==> src/rtl/wdtw_pkg.sv <==
// wdtw_pkg: register map, field positions, reset values and timing counts
// for the windowed watchdog timer.
// assumes: a single 10 MHz system clock; counter rate made by a divider.
`default_nettype none

package wdtw_pkg;
    // --------------------------------------------------------------
    // register offsets
    // --------------------------------------------------------------
    localparam int          ADDR_W        = 4;
    localparam int          DATA_W        = 8;
    localparam logic [3:0]  CTRL_OFF      = 4'h0;
    localparam logic [3:0]  TSEL_OFF      = 4'h1;
    localparam logic [3:0]  WARN_OFF      = 4'h2;
    localparam logic [3:0]  MASK_CLR_OFF  = 4'h4;
    localparam logic [3:0]  MASK_SET_OFF  = 4'h5;
    localparam logic [3:0]  PEND_OFF      = 4'h6;
    localparam logic [3:0]  SYNC_OFF      = 4'h7;
    localparam logic [3:0]  SERVICE_OFF   = 4'h8;

    // --------------------------------------------------------------
    // field positions and reset values
    // --------------------------------------------------------------
    localparam int          LOCK_BIT      = 7;
    localparam int          WIN_BIT       = 2;
    localparam int          EN_BIT        = 1;
    localparam int          OPEN_LSB      = 0;
    localparam int          CLOSED_LSB    = 4;
    localparam int          ALERT_BIT     = 0;
    localparam int          XDOM_BIT      = 1;
    localparam int          PEND_STAT_BIT = 7;
    localparam int          IRQ_W         = 2;
    localparam logic [7:0]  CTRL_RST      = 8'h00;
    localparam logic [7:0]  TSEL_RST      = 8'h00;
    localparam logic [3:0]  WARN_RST      = 4'h0;
    localparam logic [1:0]  MASK_RST      = 2'h0;
    localparam logic [7:0]  SERVICE_KEY   = 8'hA5;

    // --------------------------------------------------------------
    // span encoding and timing
    // --------------------------------------------------------------
    localparam int          CNT_W         = 16;
    localparam logic [15:0] SPAN_BASE     = 16'h0008;
    localparam logic [3:0]  SPAN_MAX_CODE = 4'hB;
    localparam int          CLK_PERIOD_NS = 100;
    localparam int          CNT_PERIOD_NS = 1000000;
    localparam int          CNT_DIV       = CNT_PERIOD_NS / CLK_PERIOD_NS;
    localparam logic [1:0]  SYNC_TICKS    = 2'h2;

    typedef enum logic [0:0] {
        WDTW_SEL_CTRL = 1'b0,
        WDTW_SEL_SVC  = 1'b1
    } wdtw_sel_t;

    typedef enum logic [0:0] {
        WDTW_CLOSED = 1'b0,
        WDTW_OPEN   = 1'b1
    } wdtw_phase_t;
endpackage

`default_nettype wire

==> src/rtl/wdtw_divider.sv <==
// wdtw_divider: makes the one-cycle counter-rate enable from the system clock.
// assumes: DIV of at least two.
`default_nettype none

module wdtw_divider #(
    parameter int DIV = wdtw_pkg::CNT_DIV
) (
    input  wire logic i_mclk,
    input  wire logic i_reset,
    output logic      o_tick
);
    typedef struct packed {
        logic [15:0] cnt;
        logic        tick;
    } wdtw_div_t;

    wdtw_div_t q;
    wdtw_div_t d;

    // --------------------------------------------------------------
    // divider
    // --------------------------------------------------------------
    // free running: the counter rate must not pause when software is idle
    always_comb
    begin
        d      = q;
        d.tick = 1'b0;
        if (q.cnt == 16'(DIV - 1))
        begin
            d.cnt  = 16'h0000;
            d.tick = 1'b1;
        end
        else
        begin
            d.cnt = q.cnt + 16'h0001;
        end
    end

    always_ff @(posedge i_mclk or posedge i_reset)
    begin
        if (i_reset)
            q <= '0;
        else
            q <= d;
    end

    assign o_tick = q.tick;
endmodule

`default_nettype wire

==> src/rtl/wdtw_xdom.sv <==
// wdtw_xdom: carries a register write across to the counter rate.
// assumes: i_tick is a one-cycle enable; one write may wait behind another.
`default_nettype none

module wdtw_xdom (
    input  wire logic       i_mclk,
    input  wire logic       i_reset,
    input  wire logic       i_tick,
    input  wire logic       i_req,
    input  wire logic       i_sel,
    input  wire logic [7:0] i_data,
    output logic            o_busy,
    output logic            o_stall,
    output logic            o_apply,
    output logic            o_sel,
    output logic [7:0]      o_data
);
    typedef struct packed {
        logic       busy;
        logic [1:0] tcnt;
        logic       sel;
        logic [7:0] data;
        logic       hold;
        logic       hsel;
        logic [7:0] hdata;
        logic       apply;
        logic       osel;
        logic [7:0] odata;
    } wdtw_xdom_t;

    wdtw_xdom_t q;
    wdtw_xdom_t d;

    // --------------------------------------------------------------
    // transfer slot with one waiting entry
    // --------------------------------------------------------------
    // a write that arrives while busy waits in the hold slot, so it still
    // completes; a third write before that overwrites the waiting one
    always_comb
    begin
        d       = q;
        d.apply = 1'b0;
        if (q.busy && i_tick)
        begin
            if (q.tcnt == wdtw_pkg::SYNC_TICKS - 2'h1)
            begin
                d.apply = 1'b1;
                d.osel  = q.sel;
                d.odata = q.data;
                d.tcnt  = 2'h0;
                d.busy  = q.hold;
                d.sel   = q.hsel;
                d.data  = q.hdata;
                d.hold  = 1'b0;
            end
            else
            begin
                d.tcnt = q.tcnt + 2'h1;
            end
        end
        if (i_req)
        begin
            if (!d.busy)
            begin
                d.busy = 1'b1;
                d.tcnt = 2'h0;
                d.sel  = i_sel;
                d.data = i_data;
            end
            else
            begin
                d.hold  = 1'b1;
                d.hsel  = i_sel;
                d.hdata = i_data;
            end
        end
    end

    always_ff @(posedge i_mclk or posedge i_reset)
    begin
        if (i_reset)
            q <= '0;
        else
            q <= d;
    end

    assign o_busy  = q.busy;
    assign o_stall = q.hold;
    assign o_apply = q.apply;
    assign o_sel   = q.osel;
    assign o_data  = q.odata;
endmodule

`default_nettype wire

==> src/rtl/wdtw_core.sv <==
// wdtw_core: windowed watchdog with register port, early alert and lock.
// assumes: single 10 MHz clock; bus strobes are one cycle and never overlap.
`default_nettype none

// Behaviour
// window mode uses closed span from closed_span_sel, open span from open_span_sel.
// open window starts right after the closed window ends.
// service during the closed window gives an immediate system reset.
// expiry without service resets the system; early alert off after reset.
// mask set register enables, mask clear register disables; both read shared state.
// in window mode the early alert is raised when the open window begins.
// with lock_run set the watchdog counts whatever the enable bit says.
// lock_run stays set until power-on reset; writing zero does nothing.
// with lock_run set, timing_sel_reg and warn_setup_reg ignore writes.
// with lock_run set, window_select can still be written.
// with lock_run set, mask set and clear registers still work.
// window_select and alert enable pick four modes under lock_run.
// pending flag and enable together hold the request until one drops.
// all sources share one request line; software reads irq_pending_reg.
// normal mode alert fires when count reaches the warn_lead_sel span.
// a lead not shorter than the timeout never produces the alert.
// synchronised write sets xdom_pending at once, clears it and flags xdom_done.
// a write arriving while pending waits and still completes; the code holds one waiting write, and a further write overwrites it.
// control_reg and service_key_reg writes cross to the counter rate.
// writing 0xA5 to service_key_reg restarts; any other value resets.
// span codes 0x0 to 0xB select 8 to 16384 counter cycles.
// valid service in the open window restarts a fresh closed window.
// writing one to a pending flag clears it; zero leaves it.
module wdtw_core #(
    parameter int CNT_DIV = wdtw_pkg::CNT_DIV
) (
    input  wire logic       i_mclk,
    input  wire logic       i_reset,
    input  wire logic [3:0] i_addr,
    input  wire logic [7:0] i_wdata,
    input  wire logic       i_wr,
    input  wire logic       i_rd,
    output logic [7:0]      o_rdata,
    output logic            o_bus_stall,
    output logic            o_irq,
    output logic            o_sys_reset
);
    // --------------------------------------------------------------
    // state
    // --------------------------------------------------------------
    typedef struct packed {
        logic [7:0]            ctrl;
        logic [7:0]            tsel;
        logic [3:0]            warn;
        logic [1:0]            mask;
        logic [1:0]            pend;
        logic [7:0]            rdata;
        logic                  eff_en;
        logic                  eff_win;
        logic                  eff_lock;
        logic [15:0]           cnt;
        wdtw_pkg::wdtw_phase_t phase;
        logic                  sys_rst;
        logic                  irq;
    } wdtw_state_t;

    wdtw_state_t q;
    wdtw_state_t d;

    logic       tick;
    logic       sync_busy;
    logic       sync_stall;
    logic       apply;
    logic       apply_sel;
    logic [7:0] apply_data;
    logic       req;
    logic       req_sel;
    logic [7:0] req_data;

    // span in counter cycles; reserved codes clamp to the longest span
    function automatic logic [15:0] span(input logic [3:0] code);
        logic [3:0] c;
        c = (code > wdtw_pkg::SPAN_MAX_CODE) ? wdtw_pkg::SPAN_MAX_CODE : code;
        return wdtw_pkg::SPAN_BASE << c;
    endfunction

    // address match shared by read and write decode
    function automatic logic hit(input logic [3:0] a, input logic [3:0] off);
        return a == off;
    endfunction

    // --------------------------------------------------------------
    // counter rate and write crossing
    // --------------------------------------------------------------
    wdtw_divider #(
        .DIV (CNT_DIV)
    ) u_div (
        .i_mclk  (i_mclk),
        .i_reset (i_reset),
        .o_tick  (tick)
    );

    wdtw_xdom u_xdom (
        .i_mclk  (i_mclk),
        .i_reset (i_reset),
        .i_tick  (tick),
        .i_req   (req),
        .i_sel   (req_sel),
        .i_data  (req_data),
        .o_busy  (sync_busy),
        .o_stall (sync_stall),
        .o_apply (apply),
        .o_sel   (apply_sel),
        .o_data  (apply_data)
    );

    // --------------------------------------------------------------
    // derived conditions
    // --------------------------------------------------------------
    logic        active;
    logic        in_closed;
    logic [15:0] nxt;
    logic        svc_apply;
    logic        ctl_wr;
    logic        svc_wr;

    assign active    = q.eff_en | q.eff_lock;
    assign in_closed = q.eff_win && (q.phase == wdtw_pkg::WDTW_CLOSED);
    assign nxt       = q.cnt + 16'h0001;
    assign svc_apply = apply && (apply_sel == wdtw_pkg::WDTW_SEL_SVC);
    assign ctl_wr    = i_wr && hit(i_addr, wdtw_pkg::CTRL_OFF);
    assign svc_wr    = i_wr && hit(i_addr, wdtw_pkg::SERVICE_OFF);

    // both control and service writes travel through the crossing
    always_comb
    begin
        req      = ctl_wr || svc_wr;
        req_sel  = svc_wr;
        req_data = svc_wr ? i_wdata : d.ctrl;
    end

    // --------------------------------------------------------------
    // registers, counter and flags
    // --------------------------------------------------------------
    always_comb
    begin
        d         = q;
        d.sys_rst = 1'b0;
        d.rdata   = 8'h00;

        // bus writes; timing fields are frozen while running or locked
        if (ctl_wr)
        begin
            d.ctrl[wdtw_pkg::LOCK_BIT] = q.ctrl[wdtw_pkg::LOCK_BIT]
                                       | i_wdata[wdtw_pkg::LOCK_BIT];
            d.ctrl[wdtw_pkg::WIN_BIT]  = i_wdata[wdtw_pkg::WIN_BIT];
            if (!q.ctrl[wdtw_pkg::LOCK_BIT])
                d.ctrl[wdtw_pkg::EN_BIT] = i_wdata[wdtw_pkg::EN_BIT];
        end
        else if (i_wr && hit(i_addr, wdtw_pkg::TSEL_OFF))
        begin
            if (!q.ctrl[wdtw_pkg::LOCK_BIT] && !q.ctrl[wdtw_pkg::EN_BIT])
                d.tsel = i_wdata;
        end
        else if (i_wr && hit(i_addr, wdtw_pkg::WARN_OFF))
        begin
            if (!q.ctrl[wdtw_pkg::LOCK_BIT] && !q.ctrl[wdtw_pkg::EN_BIT])
                d.warn = i_wdata[3:0];
        end
        else if (i_wr && hit(i_addr, wdtw_pkg::MASK_SET_OFF))
        begin
            d.mask = q.mask | i_wdata[1:0];
        end
        else if (i_wr && hit(i_addr, wdtw_pkg::MASK_CLR_OFF))
        begin
            d.mask = q.mask & ~i_wdata[1:0];
        end
        else if (i_wr && hit(i_addr, wdtw_pkg::PEND_OFF))
        begin
            d.pend = q.pend & ~i_wdata[1:0];
        end

        // bus reads, data in the following cycle
        if (i_rd)
        begin
            if (hit(i_addr, wdtw_pkg::CTRL_OFF))
                d.rdata = q.ctrl & 8'h86;
            else if (hit(i_addr, wdtw_pkg::TSEL_OFF))
                d.rdata = q.tsel;
            else if (hit(i_addr, wdtw_pkg::WARN_OFF))
                d.rdata = {4'h0, q.warn};
            else if (hit(i_addr, wdtw_pkg::MASK_CLR_OFF) || hit(i_addr, wdtw_pkg::MASK_SET_OFF))
                d.rdata = {6'h00, q.mask};
            else if (hit(i_addr, wdtw_pkg::PEND_OFF))
                d.rdata = {6'h00, q.pend};
            else if (hit(i_addr, wdtw_pkg::SYNC_OFF))
                d.rdata = {sync_busy, 7'h00};
            else
                d.rdata = 8'h00;
        end

        // control takes effect only after the crossing completes
        if (apply && (apply_sel == wdtw_pkg::WDTW_SEL_CTRL))
        begin
            d.eff_en   = apply_data[wdtw_pkg::EN_BIT];
            d.eff_win  = apply_data[wdtw_pkg::WIN_BIT];
            d.eff_lock = q.eff_lock | apply_data[wdtw_pkg::LOCK_BIT];
        end
        if (apply)
            d.pend[wdtw_pkg::XDOM_BIT] = 1'b1;

        // counting; a service arriving with a tick takes priority
        if (!active)
        begin
            d.cnt   = 16'h0000;
            d.phase = wdtw_pkg::WDTW_CLOSED;
        end
        else if (svc_apply)
        begin
            if (apply_data != wdtw_pkg::SERVICE_KEY)
                d.sys_rst = 1'b1;
            else if (in_closed)
                d.sys_rst = 1'b1;
            d.cnt   = 16'h0000;
            d.phase = wdtw_pkg::WDTW_CLOSED;
        end
        else if (tick)
        begin
            if (in_closed)
            begin
                if (nxt == span(q.tsel[wdtw_pkg::CLOSED_LSB +: 4]))
                begin
                    d.cnt                       = 16'h0000;
                    d.phase                     = wdtw_pkg::WDTW_OPEN;
                    d.pend[wdtw_pkg::ALERT_BIT] = 1'b1;
                end
                else
                    d.cnt = nxt;
            end
            else if (nxt == span(q.tsel[wdtw_pkg::OPEN_LSB +: 4]))
            begin
                d.sys_rst = 1'b1;
                d.cnt     = 16'h0000;
                d.phase   = wdtw_pkg::WDTW_CLOSED;
            end
            else
            begin
                d.cnt = nxt;
                // the timeout check above wins when the lead is too long
                if (!q.eff_win && nxt == span(q.warn))
                    d.pend[wdtw_pkg::ALERT_BIT] = 1'b1;
            end
        end

        // one shared request line for every source
        d.irq = |(d.pend & d.mask);
    end

    always_ff @(posedge i_mclk or posedge i_reset)
    begin
        if (i_reset)
        begin
            q       <= '0;
            q.ctrl  <= wdtw_pkg::CTRL_RST;
            q.tsel  <= wdtw_pkg::TSEL_RST;
            q.warn  <= wdtw_pkg::WARN_RST;
            q.mask  <= wdtw_pkg::MASK_RST;
        end
        else
            q <= d;
    end

    assign o_rdata     = q.rdata;
    assign o_irq       = q.irq;
    assign o_sys_reset = q.sys_rst;
    assign o_bus_stall = sync_stall;

    // --------------------------------------------------------------
    // checks
    // --------------------------------------------------------------
    lock_sticky_a: assert property (@(posedge i_mclk) disable iff (i_reset)
        q.ctrl[wdtw_pkg::LOCK_BIT] |=> q.ctrl[wdtw_pkg::LOCK_BIT])
        else $error("lock bit dropped");

    cfg_frozen_a: assert property (@(posedge i_mclk) disable iff (i_reset)
        (i_wr && i_addr == wdtw_pkg::TSEL_OFF && q.ctrl[wdtw_pkg::LOCK_BIT])
        |=> $stable(q.tsel))
        else $error("timing select changed while locked");

    win_locked_a: assert property (@(posedge i_mclk) disable iff (i_reset)
        (ctl_wr && q.ctrl[wdtw_pkg::LOCK_BIT])
        |=> q.ctrl[wdtw_pkg::WIN_BIT] == $past(i_wdata[wdtw_pkg::WIN_BIT]))
        else $error("window select not written under lock");

    mask_set_a: assert property (@(posedge i_mclk) disable iff (i_reset)
        (i_wr && i_addr == wdtw_pkg::MASK_SET_OFF && i_wdata[0])
        |=> q.mask[wdtw_pkg::ALERT_BIT])
        else $error("mask set did not enable alert");

    irq_level_a: assert property (@(posedge i_mclk) disable iff (i_reset)
        o_irq == |(q.pend & q.mask))
        else $error("request not tied to flag and enable");

    xdom_pend_a: assert property (@(posedge i_mclk) disable iff (i_reset)
        req |=> sync_busy ##1 (sync_busy || q.pend[wdtw_pkg::XDOM_BIT]))
        else $error("pending not raised on write");

    open_alert_a: assert property (@(posedge i_mclk) disable iff (i_reset)
        (active && !svc_apply && tick && in_closed
         && nxt == span(q.tsel[wdtw_pkg::CLOSED_LSB +: 4]))
        |=> (q.phase == wdtw_pkg::WDTW_OPEN) && q.pend[wdtw_pkg::ALERT_BIT])
        else $error("open window start without alert");

    closed_svc_a: assert property (@(posedge i_mclk) disable iff (i_reset)
        (active && svc_apply && in_closed) |=> o_sys_reset)
        else $error("service in closed window did not reset");

    bad_key_a: assert property (@(posedge i_mclk) disable iff (i_reset)
        (active && svc_apply && apply_data != wdtw_pkg::SERVICE_KEY) |=> o_sys_reset)
        else $error("wrong key did not reset");

    timeout_a: assert property (@(posedge i_mclk) disable iff (i_reset)
        (active && !svc_apply && tick && !in_closed
         && nxt == span(q.tsel[wdtw_pkg::OPEN_LSB +: 4]))
        |=> o_sys_reset ##1 !o_sys_reset)
        else $error("timeout did not reset for one cycle");

    warn_frozen_a: assert property (@(posedge i_mclk) disable iff (i_reset)
        (i_wr && i_addr == wdtw_pkg::WARN_OFF && q.ctrl[wdtw_pkg::LOCK_BIT])
        |=> $stable(q.warn))
        else $error("warning lead changed while locked");

    mask_clr_a: assert property (@(posedge i_mclk) disable iff (i_reset)
        (i_wr && i_addr == wdtw_pkg::MASK_CLR_OFF && i_wdata[0])
        |=> !q.mask[wdtw_pkg::ALERT_BIT])
        else $error("mask clear did not disable alert");

    // a completion in the same cycle wins over the clear, so that case is left out
    pend_clear_a: assert property (@(posedge i_mclk) disable iff (i_reset)
        (i_wr && i_addr == wdtw_pkg::PEND_OFF && i_wdata[wdtw_pkg::XDOM_BIT] && !apply)
        |=> !q.pend[wdtw_pkg::XDOM_BIT])
        else $error("pending flag not cleared by one");

    lead_alert_a: assert property (@(posedge i_mclk) disable iff (i_reset)
        (active && !svc_apply && tick && !q.eff_win && nxt == span(q.warn)
         && nxt != span(q.tsel[wdtw_pkg::OPEN_LSB +: 4]))
        |=> q.pend[wdtw_pkg::ALERT_BIT])
        else $error("normal mode alert missed at lead");
endmodule

`default_nettype wire

==> config.mk <==
export PLATFORM = sky130hd
export DESIGN_NAME = wdtw_core
export DESIGN_NICKNAME = d
export VERILOG_FILES = /design/src/rtl/wdtw_pkg.sv /design/src/rtl/wdtw_divider.sv /design/src/rtl/wdtw_xdom.sv /design/src/rtl/wdtw_core.sv
export SDC_FILE = /design/constraint.sdc
export NUM_CORES = 1
export LEC_CHECK = 0
export BUFFER_PORTS_ARGS = -buffer_cell sky130_fd_sc_hd__buf_2
export CORE_MARGIN = 4
export CORE_UTILIZATION = 60
export CTS_CLUSTER_SIZE = 8
export DETAILED_ROUTE_END_ITERATION = 10
export PLACE_DENSITY_LB_ADDON = 0.25
export SLEW_MARGIN = 40
export SYNTH_ARGS = -nofsm -noshare
export SYNTH_HDL_FRONTEND = slang
export SYNTH_SLANG_ARGS = --single-unit
==> constraint.sdc <==
create_clock -name i_mclk -period 6.5 [get_ports i_mclk]
set_input_delay 0.325 -clock i_mclk [delete_from_list [all_inputs] [get_ports i_mclk]]
set_output_delay 0.325 -clock i_mclk [all_outputs]
set_load 0.005 [all_outputs]
==> results of run 1 <==
[logic make-up after synthesis]
group / count (synthesis) / share of synthesized area [%]
AO/OA/AOI/OAI: 138 / 15.96
XOR/XNOR: 29 / 4.275
adder cells (fa/ha/maj): 2 / 0.4211
buffers and inverters: 71 / 5.622
flip-flops: 98 / 41.27
multiplexers: 27 / 4.970
AND/OR/NAND/NOR: 311 / 27.48
[cells in the mapped netlist (10+ instances only)]
master | number | area share (%)
dfrtp_1 | 98 | 41
nor2b_1 | 11 | 1.2
mux2_2 | 20 | 3.8
xor2_1 | 16 | 2.4
nor2_1 | 50 | 3.2
o21ai_1 | 10 | 0.84
nand4_1 | 23 | 2.4
nand3_1 | 19 | 1.6
clkbuf_1 | 29 | 1.8
xnor2_1 | 13 | 1.9
a21oi_1 | 25 | 2.1
nor3_1 | 22 | 1.9
o21ai_0 | 26 | 2.2
nand2_1 | 113 | 7.1
buf_4 | 12 | 1.5
nor4_1 | 12 | 1.3
inv_1 | 21 | 1.3
a31oi_1 | 14 | 1.5
[metal layers]
layer	up-vias	part of all wire, %
met4	0	4.4
met5	-	0
met3	43	6.4
met1	2485	41
met2	234	48
li1	2424	-
[sequential cells by signal, summed over array words and instances (netlist names), 8 cells and up]
register	count
q	39
u_xdom.q	20
u_div.q	16
o_rdata	8
u_xdom.o_data	8
[report_power, final]
part | total [uW] | internal [uW] | switching (uW)
Combinational | 199 | 84.0 | 115
Clock | 382 | 175 | 206
Sequential | 713 | 642 | 70.4
Total | 1290 | 902 | 392
[layout make-up]
cell class	instances	area, um^2
multi-input combinational	507	3172
clock inverter	5	53.80
timing repair buffer	28	151.4
sequential	98	2452
fill	831	3521
clock buffer	10	127.6
inverter	22	85.08
tap	133	166.4
[final timing paths]
check	from	end	slack, ns	cells after the start
setup / recovery	q[5]	q[5]	2.60	8
hold reg to reg	u_xdom.q[23]	u_xdom.o_data[3]	0.48	2
setup reg to reg	q[5]	q[5]	2.60	8
hold / removal	i_wdata[4]	u_xdom.q[14]	0.24	3
min in group asynchronous	i_reset	u_xdom.q[11]	0.43	3
max in group asynchronous	i_reset	u_xdom.o_data[7]	5.11	4
[through the flow]
stage	setup slack [ns]	power, uW	util (%)	hold slack, ns	area [um^2]
2_1_floorplan	3.613	853.2	-	0.4380	5942
3_3_place_gp	2.897	913.3	61.64	0.2614	5997
3_5_place_dp	2.741	917.2	61.75	0.2700	6008
4_1_cts	2.717	1295	63.72	0.2300	6200
5_1_grt	2.408	1354	63.81	0.2448	6208
6_report	2.601	1294	63.81	0.2442	6208
[worst register-to-register path: stages (launching register included)]
cell and delay (ns):
dfrtp_1 0.48, nand4_1 0.52, or3_1 0.67, o21ai_1 0.26, nand4b_1 0.23, nor4_2 0.31, nand4_1 0.59, nand3_2 0.56
o22ai_1 0.15
[layout by cell type (no fill, tap or decap), drive strengths merged, types with 17 or more instances in the layout]
| cell | count |
|---|---|
| dfrtp | 98 |
| inv | 22 |
| nor3 | 22 |
| a21oi | 25 |
| mux2 | 20 |
| nor2 | 50 |
| nand4 | 25 |
| nand3 | 21 |
| nor4 | 17 |
| nand2 | 114 |
| buf | 27 |
| o21ai | 36 |
==> results.toml, run 1 <==
[status]
status = "finished, final reports clean"

[clock_network]
clk_pin_slew_worst_paths_ns = 0.09
cts.sinks = 98
cts-buffers-inserted = 9
h-tree-depth = 3
clock_latency_ns = 0.37
cts_tree = "built"
postCtsSetupBuffers = 0
clockBufferDepth = 2
hold_buffers = 1
cts_resized = 0
clockRootBuffer = "clkbuf_8"

[global_routing]
track_usage_pct = 27.60
grt_pass1_vias = 4870
grt_pass1_wl_um = 24850
use_met1_pct = 37.17
grt_max_degree = 82
antenna_found_initial = 0
grt_overflow = 0
top_usage_layer = "met2"
met2_usage_pct = 44.40
met3_usage_pct = 3.359

[finish]
syn2layout_area_growth_pct = 4.485
layout.cells.non_filler = 803
final_nets = 684
drive_gt1_share_pct = 12.39
antennaDiodeCount = 0

[timing]
slew_headroom_pct = 42.38
setup_viol = 0
hold_viol = 0
worstMarginPinSlew_ns = 0.8577
rsz0062_at_grt = "no"
min_period_ns = 3.899
setup-tns-final_ns = 0
clock_skew_ns = 0.005545
report.final.slew_viol_count = 0
clock.fmax_mhz = 256.5
finalCritPeriodShare_pct = 59.98

[pwr]
power_density_nw_per_um2 = 208.4
ir_worst_vdd_v = 0.0002177
p_leak_uw = 0.002675

[worst_setup_path]
path_cells = "nand4_1 > or3_1 > o21ai_1 > nand4b_1 > nor4_2 > nand4_1 > nand3_2 > o22ai_1"
cp_slowest_cell = "or3_1"
startpoint_type = "register"
critical-path-top-delay-family = "simple AND/OR/NAND/NOR gates"
end_kind = "register"
cpPeakStageDelay_ns = 0.66
critPathArrivalTime_ns = 4.14
crit_top_cell = "nand4_1"
path_max_fanout = 14
cp.buffers_inverters = 0
critPathKind = "register to register"
cp.required_ns = 6.75

[drt]
drt_first_pass_iters = 6
viasPerCell = 6.458
wl_per_cell_um = 18.94
drt_wl_total_um = 15210
ant_nets = 0
drcViolationCount = 0
vias = 5186
drt_iter0_drc = 388

[logic_synthesis]
yosysWarnings = 0
ys.flop_type = "dfrtp_1"
avgSynthCellArea_um2 = 8.790
synth_nets = 694
yosysSeqAreaShare_pct = 41.27
synth_cell_types = 66
synthArstFlopShare_pct = 100.0
synth_edf_count = 0
netlist_instances = 676
synth-seq-cells = 98
netlist_area_um2 = 5942

[floorplan]
ioPinCount = 27
die_y_um = 107.5
die_area_um2 = 11560
fp.dieW_um = 107.5
start_util_pct = 61.07
fp-row-count = 36
core_area_um2 = 9729

[placed_design]
dp_cells = 787
gp_congestion = 0.9926
detailed_place_hpwl_um = 11150
portBuffers = 26

[hold_path]
hold_path_class = "input port to register"

[job]
maxCapViolations = 0
Note: power is estimated with default switching activity, not from simulation.
==> run 2, diff against run 1 <==
ABC_AREA = 1   (was unset)
clock period = 3.7 ns   (was 6.5 ns; I/O delays follow)
==> results.toml, run 2 <==
[timing]
report.final.slew_viol_count = 0
min_period_ns = 2.644
rsz0062_at_grt = "no"
clock_skew_ns = 0.01020
clock.fmax_mhz = 378.2
slew_headroom_pct = 50.89
setup-tns-final_ns = 0
setup_viol = 0
worstMarginPinSlew_ns = 0.7348
hold_viol = 0
whs_ns = 0.06441
finalCritPeriodShare_pct = 71.46

[finish]
layout.cells.non_filler = 924
drive_gt1_share_pct = 8.733
syn2layout_area_growth_pct = 6.754
regArea_um2 = 2452
reg_top3 = "q x39, u_xdom.q x20, u_div.q x16"
largest_register_ff_count = 39
fin_util_pct = 65.59
final_nets = 827
multi_input_area_um2 = 2686
layout_common_cells = "nand2_1, inv_1, nor2_1"
layout_commonest_cell = "nand2_1"
fillCellCount = 813
largest-register = "q"
antennaDiodeCount = 0

[pwr]
ir_worst_vdd_v = 0.0002395
power_density_nw_per_um2 = 374.2
p_leak_uw = 0.003012

[placed_design]
dp_cells = 908
detailed_place_hpwl_um = 10860
portBuffers = 26
gp_congestion = 0.9321

[global_routing]
antenna_found_initial = 0
grt_pass1_wl_um = 24560
grt_pass1_vias = 5166
top_usage_layer = "met2"
grt_overflow = 0
grt_max_degree = 77
met3_usage_pct = 3.953
met2_usage_pct = 46.01
track_usage_pct = 27.40
use_met1_pct = 36.87

[floorplan]
fp-row-count = 35
core_area_um2 = 9196
ioPinCount = 27
fp.dieW_um = 105.0
die_y_um = 105.0
die_area_um2 = 11030
start_util_pct = 61.44

[logic_synthesis]
synthArstFlopShare_pct = 100.0
yosysWarnings = 0
netlist_instances = 789
netlist_area_um2 = 5650
synth.top_cells.by_area = "dfrtp_1, nand2_1, inv_1, nor2_1, o21ai_0"
yosysSeqAreaShare_pct = 43.40
yosysMostFrequentCell = "nand2_1"
avgSynthCellArea_um2 = 7.161
yosysTopAreaCell = "dfrtp_1"
synth_edf_count = 0
synth_cell_types = 40
synth_nets = 807
synthTopCellsByCount = "nand2_1, inv_1, nor2_1, dfrtp_1, o21ai_0"
ys.flop_type = "dfrtp_1"
synth.top_cell.area_share_pct = 43.40
synth-seq-cells = 98

[drt]
wl_per_cell_um = 15.39
drt_wl_total_um = 14220
vias = 5229
drcViolationCount = 0
viasPerCell = 5.659
drt_iter0_drc = 352
drt_first_pass_iters = 5
ant_nets = 0

[worst_setup_path]
cpPeakStageDelay_ns = 0.42
path_depth = 12
path_cells = "ha_1 > nand3_2 > o21ai_0 > nand2_1 > nand2_1 > nand2_1 > nor2_1 > nand3_1 > nor2_1 > nand3_2 > nand3_2 > mux2i_1"
startpoint_type = "register"
reg2regPathDepth = 12
critPathArrivalTime_ns = 2.87
path_max_fanout = 12
end_kind = "register"
cp.buffers_inverters = 0
critPathKind = "register to register"
cp.required_ns = 3.93
critical-path-top-delay-family = "simple AND/OR/NAND/NOR gates"
cp_slowest_cell = "dfrtp_1"

[clock_network]
clockBufferDepth = 2
clock_latency_ns = 0.38
postCtsSetupBuffers = 0
clockRootBuffer = "clkbuf_8"
h-tree-depth = 3
cts_tree = "built"
cts-buffers-inserted = 9
cts.sinks = 98
clk_pin_slew_worst_paths_ns = 0.11

[job]
maxCapViolations = 0

[hold_path]
hold_path_class = "input port to register"
holdPathStages = 3

[status]
status = "finished, final reports clean"
## run 2: changes by cell type after synthesis, sizes merged, moves of 10 or more
cell,previous run,this run
nand2,114,234
inv,21,110
nor2,50,108
o21ai,36,64
nand3,21,45
clkbuf,29,8
mux2,20,2
nor3,22,5
a31oi,14,0
nor4,17,5
nor2b,11,0
o22ai,3,13
xnor2,13,3
## run 2: through the flow
step / worst slack, ns / area [um^2] / total power [uW]
floorplan: 0.9529 / 5650 / 1477
global placement: 1.292 / 5821 / 1586
detailed placement: 1.238 / 5829 / 1593
CTS: 1.132 / 6021 / 2259
global route: 0.8383 / 6032 / 2376
finish: 1.056 / 6032 / 2257
## run 2: layout make-up
type,count,area share (%)
clock inverters,6,0.9542
multi-input cells,561,44.53
repair buffers,29,2.572
inverters,110,6.928
clock buffers,9,2.054
well taps,111,2.302
flip-flops and latches,98,40.66
## run 2: cell families (layout without fill, tap and decap cells)
group,Yosys count,in the layout,share of synthesized area (%)
multiplexers,3,3,0.5757
buffers and inverters,130,154,9.367
adder cells (fa/ha/maj),2,2,0.4428
flip-flops,98,98,43.40
AO/OA/AOI/OAI,108,108,11.27
AND/OR/NAND/NOR,437,437,33.24
XOR/XNOR,11,11,1.705
## run 2: worst min-delay path, stage by stage
cell	delay (ns)
buf_2	0.12
o31ai_1	0.06
a41oi_1	0.05
## run 2: routing by layer
| metal | wire, um | vias up |
|---|---|---|
| met2 | 6896 | 163 |
| met4 | 317 | 0 |
| met3 | 813 | 24 |
| met1 | 6196 | 2468 |
| met5 | 0 | - |
| li1 | - | 2574 |
## run 2: repair_timing
item,CTS,global route
endpoints found under the hold margin,75,0
hold buffers,1,0
endpoints found under the setup margin,0,0
resized for setup,0,0
## run 2: worst paths after layout
path | end | slack (ns) | start
worst max-delay path | q[3] | 1.06 | q[4]
worst min-delay path | o_rdata[1] | 0.06 | i_rd
worst max register to register | q[3] | 1.06 | q[4]
worst min register to register | u_div.q[1] | 0.47 | u_div.q[1]
max in group asynchronous | q[38] | 2.47 | i_reset
min in group asynchronous | u_div.q[8] | 0.46 | i_reset
## run 2: report_power, final
group / switching, uW / total [uW] / internal [uW] / leakage (uW)
logic: 252 / 368 / 116 / 0.00162
clock network: 418 / 676 / 258 / 0.0000941
registers: 80.3 / 1210 / 1130 / 0.00130
==> run 3, diff against run 2 <==
ABC_AREA = 0   (was 1)
CORE_UTILIZATION = 56   (was 60)
clock period = 2.26 ns   (was 3.7 ns; I/O delays follow)
==> results.toml, run 3 (synthesis results as in run 1) <==
[clock_network]
clock_latency_ns = 0.38
cts_tree = "built"
cts.sinks = 98
h-tree-depth = 3
cts-buffers-inserted = 9
clockBufferDepth = 2
clk_pin_slew_worst_paths_ns = 0.10
clockRootBuffer = "clkbuf_8"

[drt]
vias = 5825
drt_iter0_drc = 528
wl_per_cell_um = 18.74
drt_wl_total_um = 17730
viasPerCell = 6.158
ant_nets = 0
drt_first_pass_iters = 5
drcViolationCount = 0

[timing]
fin_ws_ns = -0.5340
report.final.slew_viol_count = 0
min_period_ns = 2.794
setup_viol = 20
worstMarginPinSlew_ns = 0.6844
rsz0062_at_grt = "yes"
hold_viol = 0
whs_ns = 0.03288
clock.fmax_mhz = 357.9
slew_headroom_pct = 54.21
setup-tns-final_ns = -9.049
finalCritPeriodShare_pct = 123.6
clock_skew_ns = 0.01055

[finish]
largest_register_ff_count = 39
layout_commonest_cell = "buf_4"
drive_gt1_share_pct = 30.99
fin_util_pct = 73.55
reg_top3 = "q x39, u_xdom.q x20, u_div.q x16"
layout_common_cells = "buf_4, nand2_1, dfrtp_1"
antennaDiodeCount = 0
syn2layout_area_growth_pct = 27.80
final_nets = 823
largest-register = "q"
design_area_um2 = 7594

[worst_setup_path]
cpPeakStageDelay_ns = 0.45
critical-path-top-delay-family = "compound AO/OA/AOI/OAI gates"
path_cells = "ha_4 > nand3_4 > buf_4 > buf_4 > o31a_1 > o41ai_1 > o211a_1 > nand4_1 > o21ai_1 > a21oi_1"
path_max_fanout = 7
startpoint_type = "register"
critPathArrivalTime_ns = 3.04
crit_top_cell = "buf_4"
critPathKind = "register to register"
cp.buffers_inverters = 2
cp_slowest_cell = "o41ai_1"
end_kind = "register"
cp.required_ns = 2.51

[job]
maxCapViolations = 0

[pwr]
p_sw_share_pct = 30.71
p_leak_uw = 0.003427
combPwrFrac_pct = 21.5
p_int_uw = 2789
power_density_nw_per_um2 = 530.1
p_clk_share_pct = 29.8
p_seq_share_pct = 48.7
ir_worst_vdd_v = 0.0005342
p_sw_uw = 1236

[global_routing]
track_usage_pct = 28.55
grt_overflow = 0
grt_max_degree = 44
antenna_found_initial = 0
grt_pass1_wl_um = 28600
grt_pass1_vias = 5691

[floorplan]
die_y_um = 111.0
ioPinCount = 27
fp.dieW_um = 111.0
die_area_um2 = 12320
start_util_pct = 57.56
fp-row-count = 37
core_area_um2 = 10320

[placed_design]
gp_congestion = 0.9704
portBuffers = 26
detailed_place_hpwl_um = 12540
placed_cell_area_um2 = 6965

[status]
violations = "negative setup slack"
status = "finished with violations"

[hold_path]
hold_path_class = "input port to register"
==> run 3: changes by cell type in the layout (fill, tap and decap cells not counted), sizes merged, moves of 11 or more <==
cell   change
a31oi     +14
o21ai     -28
inv       -92
nor3      +17
mux2      +18
nor2      -58
nand2    -120
nor4      +12
buf      +134
nor2b     +11
nand3     -23
==> run 3: final cells by class <==
class,instances,area [um^2]
Inverter,22,86.33
Clock inverter,6,73.82
Timing Repair Buffer,165,1241
Tap cell,136,170.2
Multi-Input combinational cell,509,3428
Sequential cell,98,2456
Fill cell,755,2730
Clock buffer,10,137.6
==> run 3: path summary, 6_finish.rpt <==
kind | from | slack (ns) | to | cells after the start
setup / recovery | q[4] | -0.53 | q[2] | 10
hold / removal | i_wdata[3] | 0.03 | u_xdom.q[13] | 3
setup reg to reg | q[4] | -0.53 | q[2] | 10
hold reg to reg | u_div.q[16] | 0.48 | u_div.q[16] | 1
max in group asynchronous | i_reset | 1.32 | q[9] | 4
min in group asynchronous | i_reset | 0.33 | q[34] | 3
==> run 3: stage by stage <==
step                      worst slack [ns]  total power (uW)  std cells
after floorplan                    -0.3420              2457        676
after global placement             -0.5395              2753        906
after detailed placement           -0.6116              2772        906
after CTS                          -0.4322              4006        935
after global routing               -0.6118              4222        946
final                              -0.5340              4025        946
==> run 3: repair_timing <==
item | 4_1_cts | 5_1_grt
hold buffers | 3 | 0
pin swaps | 23 | 26
setup buffers | 8 | 10
setup endpoints to repair | 20 | 20
hold endpoints to repair | 23 | 0
gates cloned | 2 | 1
gates resized for setup | 22 | 28
==> run 3: power groups by stage <==
stage          clock, uW  combinational, uW  sequential, uW
6_report            1200                867            1960
5_1_grt             1310                929            1980
4_1_cts             1220                826            1960
3_5_place_dp           0                781            1990
3_3_place_gp           0                770            1980
2_1_floorplan          0                507            1950
==> run 3: worst reg2reg max path, delay by kind of cell (launching register included) <==
kind                       cells  cell delay (ns)
adders and majority gates      1             0.16
and+or+nand+nor                2             0.40
AOI/OAI and AO/OA              5             1.41
DFF                            1             0.42
buffers and inverters          2             0.29
==> run 3: layer usage <==
layer	vias up	wire, um	GRT usage [%]
met4	0	564	11.17
met1	2875	7416	37.42
met3	50	987	5.186
met2	202	8759	47.09
li1	2698	-	-
met5	-	0	0
